File: src/chanb_pinmux_params.svh
`ifndef CHANB_PINMUX_PARAMS_SVH
`define CHANB_PINMUX_PARAMS_SVH

// Register byte offsets
`define ADDR_BASE_CFG 8'h00
`define ADDR_BITMODE 8'h04
`define ADDR_STATUS 8'h08
`define ADDR_PIN_IN 8'h0C

// Base configuration register fields
`define CFG_MODE_LSB 0
`define CFG_AOPTO_BIT 2
`define BASE_CFG_RST 2'b00

// Status register fields
`define ST_FUNC_LSB 0
`define ST_HOLD_BIT 3
`define ST_SIWU_BIT 4
`define ST_REJ_BIT 5
`define ST_AFREE_BIT 6

// Pin input snapshot fields
`define PIN_DATA_LSB 0
`define PIN_CTRL_LSB 8
`define PIN_SIWU_BIT 12

// Bit-mode command values
`define CMD_RESET 8'h00
`define CMD_ASYNC_BB 8'h01
`define CMD_SERIAL_ENG 8'h02
`define CMD_SYNC_BB 8'h04
`define CMD_MCU_BUS 8'h08
`define CMD_OPTO 8'h10

// Data pin roles
`define DP_TXD 0
`define DP_RXD 1
`define DP_CTS 3
`define DP_DSR 5
`define DP_DCD 6
`define DP_RI 7
`define DP_OPTO_IN 0

// Control pin roles
`define CP_FIFO_RD 2
`define CP_FIFO_WR 3
`define CP_BB_WR_FIFO 0
`define CP_BB_RD_FIFO 1
`define CP_BB_WR_UART 2
`define CP_BB_RD_UART 3

// Output enable patterns and idle pin input level
`define UART_DOE 8'h15
`define OPTO_DOE 8'h0E
`define FIFO_COE 4'h3
`define ALL_DOE 8'hFF
`define ALL_COE 4'hF
`define PIN_IDLE 13'h1FFF

`endif

File: src/chanb_pinmux_pkg.sv
package chanb_pinmux_pkg;

    typedef enum logic [1:0] {
        BASE_UART = 2'b00,
        BASE_FIFO = 2'b01,
        BASE_CPU_FIFO = 2'b10,
        BASE_OPTO = 2'b11
    } base_mode_t;

    typedef enum logic [2:0] {
        BM_BASE = 3'b000,
        BM_ASYNC_BB = 3'b001,
        BM_SYNC_BB = 3'b010,
        BM_SERIAL_ENG = 3'b011,
        BM_MCU = 3'b100,
        BM_OPTO_HOLD = 3'b101
    } bit_mode_t;

    typedef enum logic [2:0] {
        F_UART = 3'b000,
        F_FIFO = 3'b001,
        F_ASYNC_BB = 3'b010,
        F_SYNC_BB = 3'b011,
        F_MCU = 3'b100,
        F_OPTO = 3'b101,
        F_NONE = 3'b110
    } pin_func_t;

endpackage

File: src/pin_sync.sv
`timescale 1ns/1ps
module pin_sync #(
    parameter int W = 13,
    parameter logic [W-1:0] RST = '1
) (
    input wire logic pclk,
    input wire logic presetn,
    input wire logic [W-1:0] d,
    output logic [W-1:0] q
);
    logic [W-1:0] s1_reg;
    logic [W-1:0] s2_reg;
    logic [W-1:0] s3_reg;

    always_ff @(posedge pclk or negedge presetn) begin
        if (!presetn) begin
            s1_reg <= RST;
            s2_reg <= RST;
            s3_reg <= RST;
        end else begin
            s1_reg <= d;
            s2_reg <= s1_reg;
            s3_reg <= s2_reg;
        end
    end

    // A bit moves only once the last two stages agree
    always_ff @(posedge pclk or negedge presetn) begin
        if (!presetn) begin
            q <= RST;
        end else begin
            for (int i = 0; i < W; i++) begin
                if (s2_reg[i] == s3_reg[i]) begin
                    q[i] <= s3_reg[i];
                end
            end
        end
    end
endmodule // pin_sync

File: src/bitmode_decode.sv
`timescale 1ns/1ps
`include "chanb_pinmux_params.svh"
module bitmode_decode (
    input wire logic [7:0] cmd,
    output chanb_pinmux_pkg::bit_mode_t mode,
    output logic valid
);
    import chanb_pinmux_pkg::*;

    always_comb begin
        mode = BM_BASE;
        valid = 1'b1;
        unique case (cmd)
            `CMD_RESET: mode = BM_BASE;
            `CMD_ASYNC_BB: mode = BM_ASYNC_BB;
            `CMD_SERIAL_ENG: mode = BM_SERIAL_ENG;
            `CMD_SYNC_BB: mode = BM_SYNC_BB;
            `CMD_MCU_BUS: mode = BM_MCU;
            `CMD_OPTO: mode = BM_OPTO_HOLD;
            default: valid = 1'b0;
        endcase
    end
endmodule // bitmode_decode

File: src/chanb_pinmux.sv
// Overview of operation
// - UART mode maps data pins to modem lines, control pins to enable/LEDs.
// - FIFO base puts parallel data on data pins, bit-bang strobes ctrl 0-1.
// - UART base puts bit-bang write strobe on ctrl 2, read on ctrl 3.
// - No bit-bang on this channel while opto-isolated serial is enabled.
// - Serial engine lives on the other channel; these pins get no function.
// - MCU bus mode drives upper address on data, CS/ALE/RD/WR on control.
// - Opto mode uses data pins 0-3 for serial in/clock/out/CTS; A freed unless A is opto too.
// - When both channels are opto, all opto signals use this channel.
// - Suspend/wake pin works except in serial engine and MCU bus modes.
// - Base modes come from config memory; bit modes from host commands.
// - Command 0 resets to base, 1 async bit-bang, 2 serial engine.
// - Command 4 sync bit-bang, 8 MCU bus, hex 10 opto serial.
// - Command hex 10 holds opto mode in reset, 0 releases it.
`timescale 1ns/1ps
`include "chanb_pinmux_params.svh"
module chanb_pinmux (
    input wire logic pclk,
    input wire logic presetn,
    input wire logic psel,
    input wire logic penable,
    input wire logic pwrite,
    input wire logic [7:0] paddr,
    input wire logic [31:0] pwdata,
    output logic [31:0] prdata,
    output logic pready,
    output logic pslverr,
    input wire logic cfg_valid,
    input wire chanb_pinmux_pkg::base_mode_t cfg_base_mode,
    input wire logic cfg_chana_opto,
    input wire logic [7:0] chanb_data_pin_in,
    output logic [7:0] chanb_data_pin_out,
    output logic [7:0] chanb_data_pin_oe,
    input wire logic [3:0] chanb_ctrl_pin_in,
    output logic [3:0] chanb_ctrl_pin_out,
    output logic [3:0] chanb_ctrl_pin_oe,
    input wire logic suspend_wake_pin_in,
    output logic suspend_wake_pin_out,
    output logic suspend_wake_pin_oe,
    input wire logic uart_txd,
    input wire logic uart_rts_n,
    input wire logic uart_dtr_n,
    input wire logic transmit_driver_enable,
    input wire logic uart_sleep_n,
    input wire logic receive_activity_led_n,
    input wire logic transmit_activity_led_n,
    output logic uart_rxd,
    output logic uart_cts_n,
    output logic uart_dsr_n,
    output logic uart_dcd_n,
    output logic uart_ri_n,
    input wire logic [7:0] fifo_dout,
    input wire logic fifo_doe,
    input wire logic receive_fifo_full_n,
    input wire logic transmit_empty_n,
    output logic [7:0] fifo_din,
    output logic fifo_rd_n,
    output logic fifo_wr,
    input wire logic [7:0] bb_dout,
    input wire logic [7:0] bb_doe,
    input wire logic bb_wr_n,
    input wire logic bb_rd_n,
    output logic [7:0] bb_din,
    input wire logic [7:0] mcu_addr_hi,
    input wire logic mcu_cs_n,
    input wire logic mcu_ale,
    input wire logic mcu_rd_n,
    input wire logic mcu_wr_n,
    input wire logic opto_serial_clock,
    input wire logic opto_serial_out,
    input wire logic opto_clear_to_send,
    output logic opto_serial_in,
    output logic opto_reset_hold,
    output logic chana_free,
    input wire logic suspend_ind,
    output logic wake_req,
    output chanb_pinmux_pkg::pin_func_t active_func
);
    import chanb_pinmux_pkg::*;

    base_mode_t base_reg;
    logic aopto_reg;
    bit_mode_t bm_reg;
    logic hold_reg;
    logic rej_reg;
    logic [7:0] cmd_reg;
    pin_func_t func;
    bit_mode_t dec_mode;
    logic dec_valid;
    logic [7:0] data_s;
    logic [3:0] ctrl_s;
    logic siwu_s;
    logic wr_en;
    logic rd_setup;
    logic mapped;
    logic cmd_ok;
    logic siwu_avail;
    logic bb_on;
    logic [31:0] rd_mux;
    logic [7:0] d_out_next;
    logic [7:0] d_oe_next;
    logic [3:0] c_out_next;
    logic [3:0] c_oe_next;

    // Pins are asynchronous to pclk; idle high matches the pull-ups
    pin_sync #(
        .W(13),
        .RST(`PIN_IDLE)
    ) u_sync (
        .pclk(pclk),
        .presetn(presetn),
        .d({suspend_wake_pin_in, chanb_ctrl_pin_in, chanb_data_pin_in}),
        .q({siwu_s, ctrl_s, data_s})
    );

    bitmode_decode u_dec (
        .cmd(pwdata[7:0]),
        .mode(dec_mode),
        .valid(dec_valid)
    );

    // Zero wait states; read data is fetched in the setup cycle
    assign pready = 1'b1;
    assign wr_en = psel && penable && pwrite;
    assign rd_setup = psel && !penable && !pwrite;

    always_comb begin
        unique case (paddr)
            `ADDR_BASE_CFG, `ADDR_BITMODE, `ADDR_STATUS, `ADDR_PIN_IN:
                mapped = 1'b1;
            default: mapped = 1'b0;
        endcase
    end

    assign pslverr = psel && penable && !mapped;

    always_comb begin
        rd_mux = 32'h0000_0000;
        unique case (paddr)
            `ADDR_BASE_CFG: begin
                rd_mux[`CFG_MODE_LSB +: 2] = base_reg;
                rd_mux[`CFG_AOPTO_BIT] = aopto_reg;
            end
            `ADDR_BITMODE: rd_mux[7:0] = cmd_reg;
            `ADDR_STATUS: begin
                rd_mux[`ST_FUNC_LSB +: 3] = active_func;
                rd_mux[`ST_HOLD_BIT] = opto_reset_hold;
                rd_mux[`ST_SIWU_BIT] = siwu_avail;
                rd_mux[`ST_REJ_BIT] = rej_reg;
                rd_mux[`ST_AFREE_BIT] = chana_free;
            end
            `ADDR_PIN_IN: begin
                rd_mux[`PIN_DATA_LSB +: 8] = data_s;
                rd_mux[`PIN_CTRL_LSB +: 4] = ctrl_s;
                rd_mux[`PIN_SIWU_BIT] = siwu_s;
            end
            default: rd_mux = 32'h0000_0000;
        endcase
    end

    always_ff @(posedge pclk or negedge presetn) begin
        if (!presetn) begin
            prdata <= 32'h0000_0000;
        end else if (rd_setup) begin
            prdata <= rd_mux;
        end
    end

    // Base mode is read-only to software; only config memory sets it
    always_ff @(posedge pclk or negedge presetn) begin
        if (!presetn) begin
            base_reg <= BASE_UART;
            aopto_reg <= 1'b0;
        end else if (cfg_valid) begin
            base_reg <= cfg_base_mode;
            aopto_reg <= cfg_chana_opto;
        end
    end

    // Bit-bang requests are refused while the base mode is opto serial
    always_comb begin
        cmd_ok = dec_valid;
        if ((dec_mode == BM_ASYNC_BB || dec_mode == BM_SYNC_BB)
                && base_reg == BASE_OPTO) begin
            cmd_ok = 1'b0;
        end
    end

    always_ff @(posedge pclk or negedge presetn) begin
        if (!presetn) begin
            bm_reg <= BM_BASE;
            cmd_reg <= `CMD_RESET;
            rej_reg <= 1'b0;
        end else if (wr_en && paddr == `ADDR_BITMODE) begin
            rej_reg <= !cmd_ok;
            if (cmd_ok) begin
                cmd_reg <= pwdata[7:0];
                // Opto hold is tracked apart so the pin map stays put
                if (dec_mode != BM_OPTO_HOLD) begin
                    bm_reg <= dec_mode;
                end
            end
        end
    end

    always_ff @(posedge pclk or negedge presetn) begin
        if (!presetn) begin
            hold_reg <= 1'b0;
        end else if (wr_en && paddr == `ADDR_BITMODE && cmd_ok) begin
            if (dec_mode == BM_OPTO_HOLD) begin
                hold_reg <= 1'b1;
            end else if (dec_mode == BM_BASE) begin
                hold_reg <= 1'b0;
            end
        end
    end

    always_comb begin
        func = F_UART;
        unique case (bm_reg)
            BM_BASE: begin
                unique case (base_reg)
                    BASE_UART: func = F_UART;
                    BASE_FIFO, BASE_CPU_FIFO: func = F_FIFO;
                    BASE_OPTO: func = F_OPTO;
                endcase
            end
            BM_ASYNC_BB: func = (base_reg == BASE_OPTO) ? F_OPTO
                : F_ASYNC_BB;
            BM_SYNC_BB: func = (base_reg == BASE_OPTO) ? F_OPTO
                : F_SYNC_BB;
            BM_SERIAL_ENG: func = F_NONE;
            BM_MCU: func = F_MCU;
            default: func = F_NONE;
        endcase
    end

    assign bb_on = (func == F_ASYNC_BB) || (func == F_SYNC_BB);
    assign siwu_avail = (func != F_NONE) && (func != F_MCU);

    always_comb begin
        d_out_next = 8'h00;
        d_oe_next = 8'h00;
        c_out_next = 4'h0;
        c_oe_next = 4'h0;
        unique case (func)
            F_UART: begin
                d_out_next = {1'b0, 1'b0, 1'b0, uart_dtr_n,
                              1'b0, uart_rts_n, 1'b0, uart_txd};
                d_oe_next = `UART_DOE;
                c_out_next = {transmit_activity_led_n,
                              receive_activity_led_n,
                              uart_sleep_n,
                              transmit_driver_enable};
                c_oe_next = `ALL_COE;
            end
            F_FIFO: begin
                d_out_next = fifo_dout;
                d_oe_next = {8{fifo_doe}};
                c_out_next = {2'b00, transmit_empty_n,
                              receive_fifo_full_n};
                c_oe_next = `FIFO_COE;
            end
            F_ASYNC_BB, F_SYNC_BB: begin
                d_out_next = bb_dout;
                d_oe_next = bb_doe;
                if (base_reg == BASE_UART) begin
                    c_out_next = {bb_rd_n, bb_wr_n, 2'b00};
                    c_oe_next = {2'b11, 2'b00};
                end else begin
                    c_out_next = {2'b00, bb_rd_n, bb_wr_n};
                    c_oe_next = `FIFO_COE;
                end
            end
            F_MCU: begin
                d_out_next = mcu_addr_hi;
                d_oe_next = `ALL_DOE;
                c_out_next = {mcu_wr_n, mcu_rd_n, mcu_ale,
                              mcu_cs_n};
                c_oe_next = `ALL_COE;
            end
            F_OPTO: begin
                // Opto IO always lands here, even with both channels opto
                d_out_next = {4'h0, opto_clear_to_send, opto_serial_out,
                              opto_serial_clock, 1'b0};
                d_oe_next = `OPTO_DOE;
            end
            default: begin
                d_out_next = 8'h00;
                d_oe_next = 8'h00;
            end
        endcase
    end

    // Registered pins so a mode change never glitches a pad
    always_ff @(posedge pclk or negedge presetn) begin
        if (!presetn) begin
            chanb_data_pin_out <= 8'h00;
            chanb_data_pin_oe <= 8'h00;
            chanb_ctrl_pin_out <= 4'h0;
            chanb_ctrl_pin_oe <= 4'h0;
            suspend_wake_pin_oe <= 1'b0;
            wake_req <= 1'b0;
            active_func <= F_UART;
        end else begin
            chanb_data_pin_out <= d_out_next;
            chanb_data_pin_oe <= d_oe_next;
            chanb_ctrl_pin_out <= c_out_next;
            chanb_ctrl_pin_oe <= c_oe_next;
            suspend_wake_pin_oe <= siwu_avail && suspend_ind;
            wake_req <= siwu_avail && !siwu_s;
            active_func <= func;
        end
    end

    // Suspend indicate pulls the shared pin low only
    assign suspend_wake_pin_out = 1'b0;

    always_ff @(posedge pclk or negedge presetn) begin
        if (!presetn) begin
            uart_rxd <= 1'b1;
            uart_cts_n <= 1'b1;
            uart_dsr_n <= 1'b1;
            uart_dcd_n <= 1'b1;
            uart_ri_n <= 1'b1;
        end else begin
            uart_rxd <= (func == F_UART) ? data_s[`DP_RXD] : 1'b1;
            uart_cts_n <= (func == F_UART) ? data_s[`DP_CTS] : 1'b1;
            uart_dsr_n <= (func == F_UART) ? data_s[`DP_DSR] : 1'b1;
            uart_dcd_n <= (func == F_UART) ? data_s[`DP_DCD] : 1'b1;
            uart_ri_n <= (func == F_UART) ? data_s[`DP_RI] : 1'b1;
        end
    end

    always_ff @(posedge pclk or negedge presetn) begin
        if (!presetn) begin
            fifo_din <= 8'h00;
            fifo_rd_n <= 1'b1;
            fifo_wr <= 1'b0;
            bb_din <= 8'h00;
        end else begin
            fifo_din <= (func == F_FIFO) ? data_s : 8'h00;
            fifo_rd_n <= (func == F_FIFO) ? ctrl_s[`CP_FIFO_RD] : 1'b1;
            fifo_wr <= (func == F_FIFO) && ctrl_s[`CP_FIFO_WR];
            bb_din <= bb_on ? data_s : 8'h00;
        end
    end

    always_ff @(posedge pclk or negedge presetn) begin
        if (!presetn) begin
            opto_serial_in <= 1'b1;
            opto_reset_hold <= 1'b0;
            chana_free <= 1'b0;
        end else begin
            opto_serial_in <= (func == F_OPTO) ?
                data_s[`DP_OPTO_IN] : 1'b1;
            opto_reset_hold <= hold_reg && base_reg == BASE_OPTO;
            chana_free <= base_reg == BASE_OPTO && !aopto_reg;
        end
    end
endmodule // chanb_pinmux

File: config.mk
export PLATFORM = sky130hd
export DESIGN_NAME = chanb_pinmux
export DESIGN_NICKNAME = d
export VERILOG_FILES = /design/src/chanb_pinmux_pkg.sv /design/src/pin_sync.sv /design/src/bitmode_decode.sv /design/src/chanb_pinmux.sv
export VERILOG_INCLUDE_DIRS = /design/src
export SDC_FILE = /design/constraint.sdc
export NUM_CORES = 1
export LEC_CHECK = 0
export BUFFER_PORTS_ARGS = -buffer_cell sky130_fd_sc_hd__buf_2
export CORE_ASPECT_RATIO = 1.75
export CORE_UTILIZATION = 45
export DETAILED_ROUTE_END_ITERATION = 10
export PLACE_DENSITY = 0.83
export SLEW_MARGIN = 20
export SYNTH_ARGS = -nofsm -noshare
export SYNTH_HDL_FRONTEND = slang
export SYNTH_SLANG_ARGS = --single-unit
File: constraint.sdc
create_clock -name pclk -period 2 [get_ports pclk]
set_clock_uncertainty 0.1 [all_clocks]
set_input_delay 0.2 -clock pclk [delete_from_list [all_inputs] [get_ports pclk]]
set_output_delay 0.2 -clock pclk [all_outputs]
set_load 0.05 [all_outputs]
Yosys cells after proc, flatten, opt, wreduce, memory -nomap -nowiden
Index checks and enable logic that the tools add are counted. Widths: inputs -> output; s select.

Flip-flop bits (word level): 136. Bits in latches: 0. RAM bits: 0. ROM bits: 0. Output and inout port bits: 90. Word-level logic and storage cells: 146. Memories: 0.

Add/subtract/negate cells: 0. Multipliers: 0. Divide/modulo/power cells: 0. Magnitude comparators: 0. Equal/unequal tests: 38. Shifts and indexed selects: 0. Muxes and demuxes: 29. Bitwise logic cells: 0. Reductions and logical operators: 37.

Operator list (number): $pmux 8 s5 (2); $eq 8x4->1 const B (3); $pmux 3 s4 (2); $pmux 4 s3 (2); $eq 8x3->1 const B (2); $logic_not 8->1 (2); $mux 8 (2); $pmux 4 s4 (1); $pmux 3 s5 (1); $logic_and 1x1->1 (14); $eq 1x1->1 (13); $eq 3x2->1 const B (4); $eq 3x3->1 const B (4); $mux 1 (12); $eq 3x1->1 const B (3); $logic_not 3->1 (3); $ne 3x3->1 const B (3); $pmux 3 s3 (1); $eq 8x1->1 const B (1); $eq 8x2->1 const B (1); $eq 8x5->1 const B (1); $mux 4 (2); $logic_not 1->1 (6); $mux 3 (2); 12 further kinds (17).

Logic depth before layout (Yosys ltp)
Gate-level depths: netlist (run 1).

Word-level depth: 8. Gate-level depth with buffers: 8. Gate-level depth less buffers: 5.

Hierarchy
From an unflattened synthesis (run 1), not the netlist that was laid out.

Cell total of the unflattened synthesis: 382. Area, all modules: 5265.0 um2.

By module, submodules not included: chanb_pinmux (instances 1, cells an instance 302, area each 3646.0 um2); pin_sync (instances 1, cells an instance 65, area each 1512.7 um2); bitmode_decode (instances 1, cells an instance 15, area each 106.4 um2).

Worst setup path after synthesis (run 1)
Ideal clock, no wire load.

Path kind: input -> register. From: input paddr[1]. To: register bm_reg[1]. Setup time: 0.125 ns. Arrival: 1.894 ns. Setup slack: -0.119 ns. Cell stages on the path: 5. Path buffers: 0. Path through: or4_4 > or4b_4 > nor4_4 > nand2_2 > mux2_2.

Word-level cells in the longest chain between the ends: 3.

Ends and longest elaborated chain: from (decl) (line chanb_pinmux.sv:23) `input wire logic [7:0] paddr,`; $eq 8x3->1; $logic_and 1x1->1 (no line); $reduce_and 3->1 (no line); to (signal assigned) (line chanb_pinmux.sv:200) `bm_reg <= dec_mode;`; to (decl) (line chanb_pinmux.sv:83) `bit_mode_t bm_reg;`.

Every way passes these cells. A chain may end at the register's enable or synchronous reset.

==> reports/qor.csv, run 1 <==
metric,value,unit
outcome,"complete, no violations",
ant_nets,0,
synth_cells,394,
n_antenna_cell,0,
cap_violations,0,
slew_headroom,0.6159,
path_class,primary input to flop,
fp.dieArea,11840,um2
firstDrtPassIters,5,
final_cell_mix,"157 x buf_2, 75 x dfrtp_1, 71 x dlygate4sd3_1",
grt_pass1_vias,4321,
arrival,2.06,ns
cp_max_fo,1,
synth.avg_cell_area,13.02,um2
drt_iter0_drc,204,
ys_warn_count,0,
path_delay_family,buffers and inverters,
crit_chain,dlygate4sd3_1 -> buf_2 -> nand2_1 -> dlygate4sd3_1 -> o21ai_0 -> dlygate4sd3_1,
drive_gt1_frac,0.4461,
rsz0062_at_grt,false,
finalSetupTns,0,ns
hold_start,cfg_valid,
p_total,0.007340,W
core,11100,um2
syn-cell-area,5129,um2
grt_max_degree,49,
worstMarginPinSlew,0.5762,ns
critPathSlowestCell,dlygate4sd3_1,
cts.sinks,134,
hold_depth,2,
yosys_register_bits,134,
stdcell_count,791,
vias_per_cell,5.081,
drv_slew,0,
reg2reg_depth,6,
r2r_end,bm_reg[1]$_DFFE_PN0P_,
ir_worst_vdd,844.6,uV
insertion_delay,0.41,ns
path_buf_inv,4,
cts_buffers,17,
hold_end,aopto_reg$_DFFE_PN0P_,
rows,51,
synthArstFlopShare,1.000,
clkSlewWorstSetupHoldPaths,0.05,ns
timing.final.crit_share,0.9400,
timing.final.hold_violations,0,
critPathMostFrequentCell,dlygate4sd3_1,
r2r-start,base_reg[1]$_DFFE_PN0P_,
cp-end-kind,flop,
initial_core_util,0.4619,
drc,0,
port_buffers,158,
hold_slack,0.05100,ns
post_cts_resize_count,0,
ioPinCount,204,
period_needed,1.880,ns
cts-root-buf,clkbuf_16,
max_stage_delay,0.55,ns
antenna_found_initial,0,
gr-total-overflow,0,
hpwlAfterDp,9177,um
finalNetCount,760,
start_kind,primary input,
dp_slack,-0.2799,ns
wl,14430,um
fmaxAchievable,531.9,MHz
grt_pass1_wl,21290,um
setup_ws,0.1201,ns
dp_cells,688,
power_density,983.1,nW/um2
gp_congestion,0.8685,
die_h,143.2,um
worstPathRequired,2.18,ns
ys_seq_area_frac,0.6682,
htreeDepth,4,
worst-r2r-setup-slack,0.14,ns
avgRoutedWirePerCell,18.24,um
cts_max_path_buffers,2,
yosysUniqueCellTypes,45,
cts_tree,built,
finalSetupViolCount,0,
synth_edf_count,0,
area_growth,45.57,%
hold_class,primary input to flop,
synth_flop_cell,dfrtp_1,
power_leakage,3.729,nW
die_width,82.70,um
vias,4019,
grt_use_total,0.2529,
mostFrequentLayoutCell,buf_2,
-- synth_stat cells (5+ instances only) --
library cell	number	share of area
a21o_1	8	0.012
a21oi_1	6	0.0059
a222oi_1	9	0.018
a22o_1	5	0.0085
a22oi_1	6	0.0088
and2_1	12	0.015
and3_1	9	0.011
buf_4	24	0.035
clkbuf_1	19	0.014
dfrtp_1	75	0.37
dfstp_2	59	0.30
inv_1	12	0.0088
maj3_1	15	0.029
mux2_2	8	0.018
nand2_1	32	0.023
nand2b_1	7	0.0085
nor2_1	19	0.014
o21ai_0	18	0.018
-- cell type report --
type	count	area (um2)
Inverter	12	45.04
Multi-Input combinational cell	224	1488
Clock inverter	6	60.06
Sequential cell	134	3427
Fill cell	783	3637
Timing Repair Buffer	257	1739
Clock buffer	26	541.8
Tap cell	132	165.2
-- layer usage --
metal | wire (um) | track usage | part of all wire | up-vias
li1 | - | - | - | 1815
met4 | 735 | 0.1688 | 0.051 | 0
met3 | 842 | 0.06518 | 0.058 | 43
met2 | 7911 | 0.4508 | 0.55 | 188
met1 | 4936 | 0.2447 | 0.34 | 1973
met5 | 0 | 0 | 0 | -
-- what timing repair did --
item,in CTS,in global routing
setup buffers,0,0
hold buffers,71,0
endpoints found under the hold margin,53,0
-- power breakdown --
| part | internal, W | total [W] | switching (W) |
|---|---|---|---|
| sequential | 0.00295 | 0.00305 | 0.0000933 |
| clock | 0.00199 | 0.00308 | 0.00109 |
| combinational | 0.000396 | 0.00122 | 0.000822 |
-- worst max-delay path by stage --
stage                                    endpoint  cells after the start  slack [ns]                    start
final                     base_reg[1]$_DFFE_PN0P_                      6        0.12         cfg_base_mode[1]
after floorplan             bm_reg[1]$_DFFE_PN0P_                      5       -0.12                 paddr[1]
after global routing      base_reg[1]$_DFFE_PN0P_                      6        0.06         cfg_base_mode[1]
after detailed placement    bm_reg[1]$_DFFE_PN0P_                      7       -0.28                 paddr[1]
after CTS                   bm_reg[1]$_DFFE_PN0P_                      6        0.14  base_reg[1]$_DFFE_PN0P_
after global placement     cmd_reg[2]$_DFFE_PN0P_                      6       -0.24                 paddr[1]
-- per-stage QoR --
step,util,instance area (um2)
3_5_place_dp,0.5542,6153
2_1_floorplan,-,5200
3_3_place_gp,0.5542,6153
5_1_grt,0.6724,7466
6_report,0.6724,7466
4_1_cts,0.6724,7466
-- cells by family (layout without fill, tap and decap cells) --
kind of cell | count (synthesis) | count (layout) | share of synthesized area
flops | 134 | 134 | 0.6682
xor+xnor | 6 | 6 | 0.01025
fa+ha+maj | 15 | 15 | 0.02927
compound gates | 61 | 61 | 0.08539
other cells | 2 | 21 | 0.001464
buf+inv | 55 | 301 | 0.05782
simple gates | 108 | 108 | 0.1130
mux | 13 | 13 | 0.03464
Power figures use the tool's default switching activity.
==> run 2, diff against run 1 <==
Settings changed: RECOVER_POWER set to 25.
==> run 2 against run 1 <==
Net effect:
- sequential power hardly changed
- combinational power about the same
- via count is 0.15% lower
- worst hold slack got worse by 0.0044 ns
==> reports/qor.csv, run 2 (same netlist as run 1, synthesis figures left out) <==
metric,value,unit
outcome,"complete, no violations",
cts_setup_buffers,0,
slew_headroom,0.3259,
power_density,982.4,nW/um2
vias,4013,
p_int,0.005326,W
cp-end-kind,flop,
crit_chain,dlygate4sd3_1 -> buf_2 -> nand2_1 -> dlygate4sd3_1 -> o21ai_0 -> dlygate4sd3_1,
drc,0,
worstSetupPathDepth,6,
area_growth,45.52,%
vias_per_cell,5.073,
finalNetCount,760,
r2r-start,base_reg[1]$_DFFE_PN0P_,
grt_use_total,0.2529,
cts-root-buf,clkbuf_16,
cts_tree,built,
rsz0062_at_grt,false,
drt_iter0_drc,202,
die_width,82.70,um
drive_gt1_frac,0.4173,
path_class,primary input to flop,
p_switching,0.002006,W
antenna_found_initial,0,
final_area,7463,um2
hpwlAfterDp,9177,um
clkPwrFrac,0.420,
critPathSlowestCell,dlygate4sd3_1,
firstDrtPassIters,5,
grt_max_degree,49,
insertion_delay,0.42,ns
timing.final.crit_share,0.9392,
final.fill_count,784,
rows,51,
grt_pass1_vias,4321,
worstSetupStartpoint,cfg_base_mode[1],
dp_slack,-0.2799,ns
worstMarginPinSlew,1.011,ns
die_h,143.2,um
max_stage_delay,0.55,ns
hold_class,primary input to flop,
timing.final.hold_violations,0,
cts_buffers,17,
initial_core_util,0.4619,
ant_nets,0,
setup_ws,0.1216,ns
period_needed,1.878,ns
start_kind,primary input,
n_antenna_cell,0,
seqPwrFrac,0.414,
worstPathRequired,2.19,ns
crit_end,base_reg[1]$_DFFE_PN0P_,
finalSetupViolCount,0,
power_leakage,3.718,nW
gp_congestion,0.8685,
wl,14440,um
post_cts_resize_count,0,
final_cell_mix,"157 x buf_2, 75 x dfrtp_1, 71 x dlygate4sd3_1",
p_sw_frac,0.2736,
path_buf_inv,4,
cts.sinks,134,
r2r_end,bm_reg[1]$_DFFE_PN0P_,
htreeDepth,4,
critPathMostFrequentCell,dlygate4sd3_1,
ir_worst_vdd,843.9,uV
grt_pass1_wl,21290,um
mostFrequentLayoutCell,buf_2,
path_delay_family,buffers and inverters,
cp_max_fo,1,
worst-r2r-setup-slack,0.15,ns
fp.dieArea,11840,um2
gr-total-overflow,0,
clkSlewWorstSetupHoldPaths,0.05,ns
drv_slew,0,
combPwrFrac,0.166,
reg2reg_depth,6,
avgRoutedWirePerCell,18.26,um
holdBufCountCts,71,
core,11100,um2
port_buffers,158,
placed_cell_area,6153,um2
cts_max_path_buffers,2,
fmaxAchievable,532.4,MHz
ioPinCount,204,
cap_violations,0,
arrival,2.07,ns
## run 2: changes by cell type in the layout (fill, tap and decap cells not counted)
cell and delta:
clkbuf_2 +1, dfstp_1 +19, buf_4 -1, dfstp_2 -19
## run 2: how the worst min path moves through the flow
stage / startpoint / to / slack, ns / depth (start not counted)
4_1_cts: cfg_valid / aopto_reg$_DFFE_PN0P_ / 0.03 / 2
2_1_floorplan: presetn / active_func[0]$_DFF_PN0_ / -0.20 / 0
5_1_grt: cfg_valid / aopto_reg$_DFFE_PN0P_ / 0.04 / 2
3_3_place_gp: presetn / fifo_wr$_DFF_PN0_ / 0.10 / 1
6_report: cfg_valid / aopto_reg$_DFFE_PN0P_ / 0.05 / 2
3_5_place_dp: presetn / fifo_wr$_DFF_PN0_ / 0.11 / 1
## run 2: area by class of cell
| cell class | count | area [um2] | area share |
|---|---|---|---|
| clock buffers | 26 | 541.8 | 0.07259 |
| clock inverters | 6 | 60.06 | 0.008047 |
| inverters | 12 | 45.04 | 0.006035 |
| multi-input cells | 224 | 1488 | 0.1993 |
| flip-flops and latches | 134 | 3427 | 0.4592 |
| well taps | 132 | 165.2 | 0.02213 |
| repair buffers | 257 | 1737 | 0.2327 |
## run 2: worst register-to-register path: cells and delay by family, from the launching register on
kind / cells / cell delay [ns]
DFF: 1 / 0.35
and+or+nand+nor: 3 / 0.30
muxes: 1 / 0.34
AOI/OAI and AO/OA: 1 / 0.48
buffers and inverters: 1 / 0.18
## run 2: metal layers
metal	GRT usage	routed length, um	vias to the layer above
li1	-	-	1813
met1	0.2447	4979	1973
met2	0.4508	7914	185
met3	0.06518	818	42
met4	0.1688	728	0
met5	0	0	-
## run 2: per-stage QoR
step           setup TNS (ns)  hold WS [ns]    util  power [W]  instances
4_1_cts                     0       0.02640  0.6724   0.007361        791
3_3_place_gp           -2.841        0.1022  0.5542   0.004138        688
5_1_grt                     0       0.03986  0.6722   0.007598        791
6_report                    0       0.04656  0.6722   0.007332        791
3_5_place_dp           -3.334        0.1127  0.5542   0.004173        688
2_1_floorplan          -1.240       -0.1956       -   0.003805        413
## run 2: power by group through the flow
stage	registers, W	clock network (W)	logic (W)
floorplan	0.00343	0	0.000373
global placement	0.00307	0	0.00106
detailed placement	0.00309	0	0.00109
CTS	0.00304	0.00311	0.00120
global route	0.00306	0.00326	0.00129
finish	0.00304	0.00308	0.00122
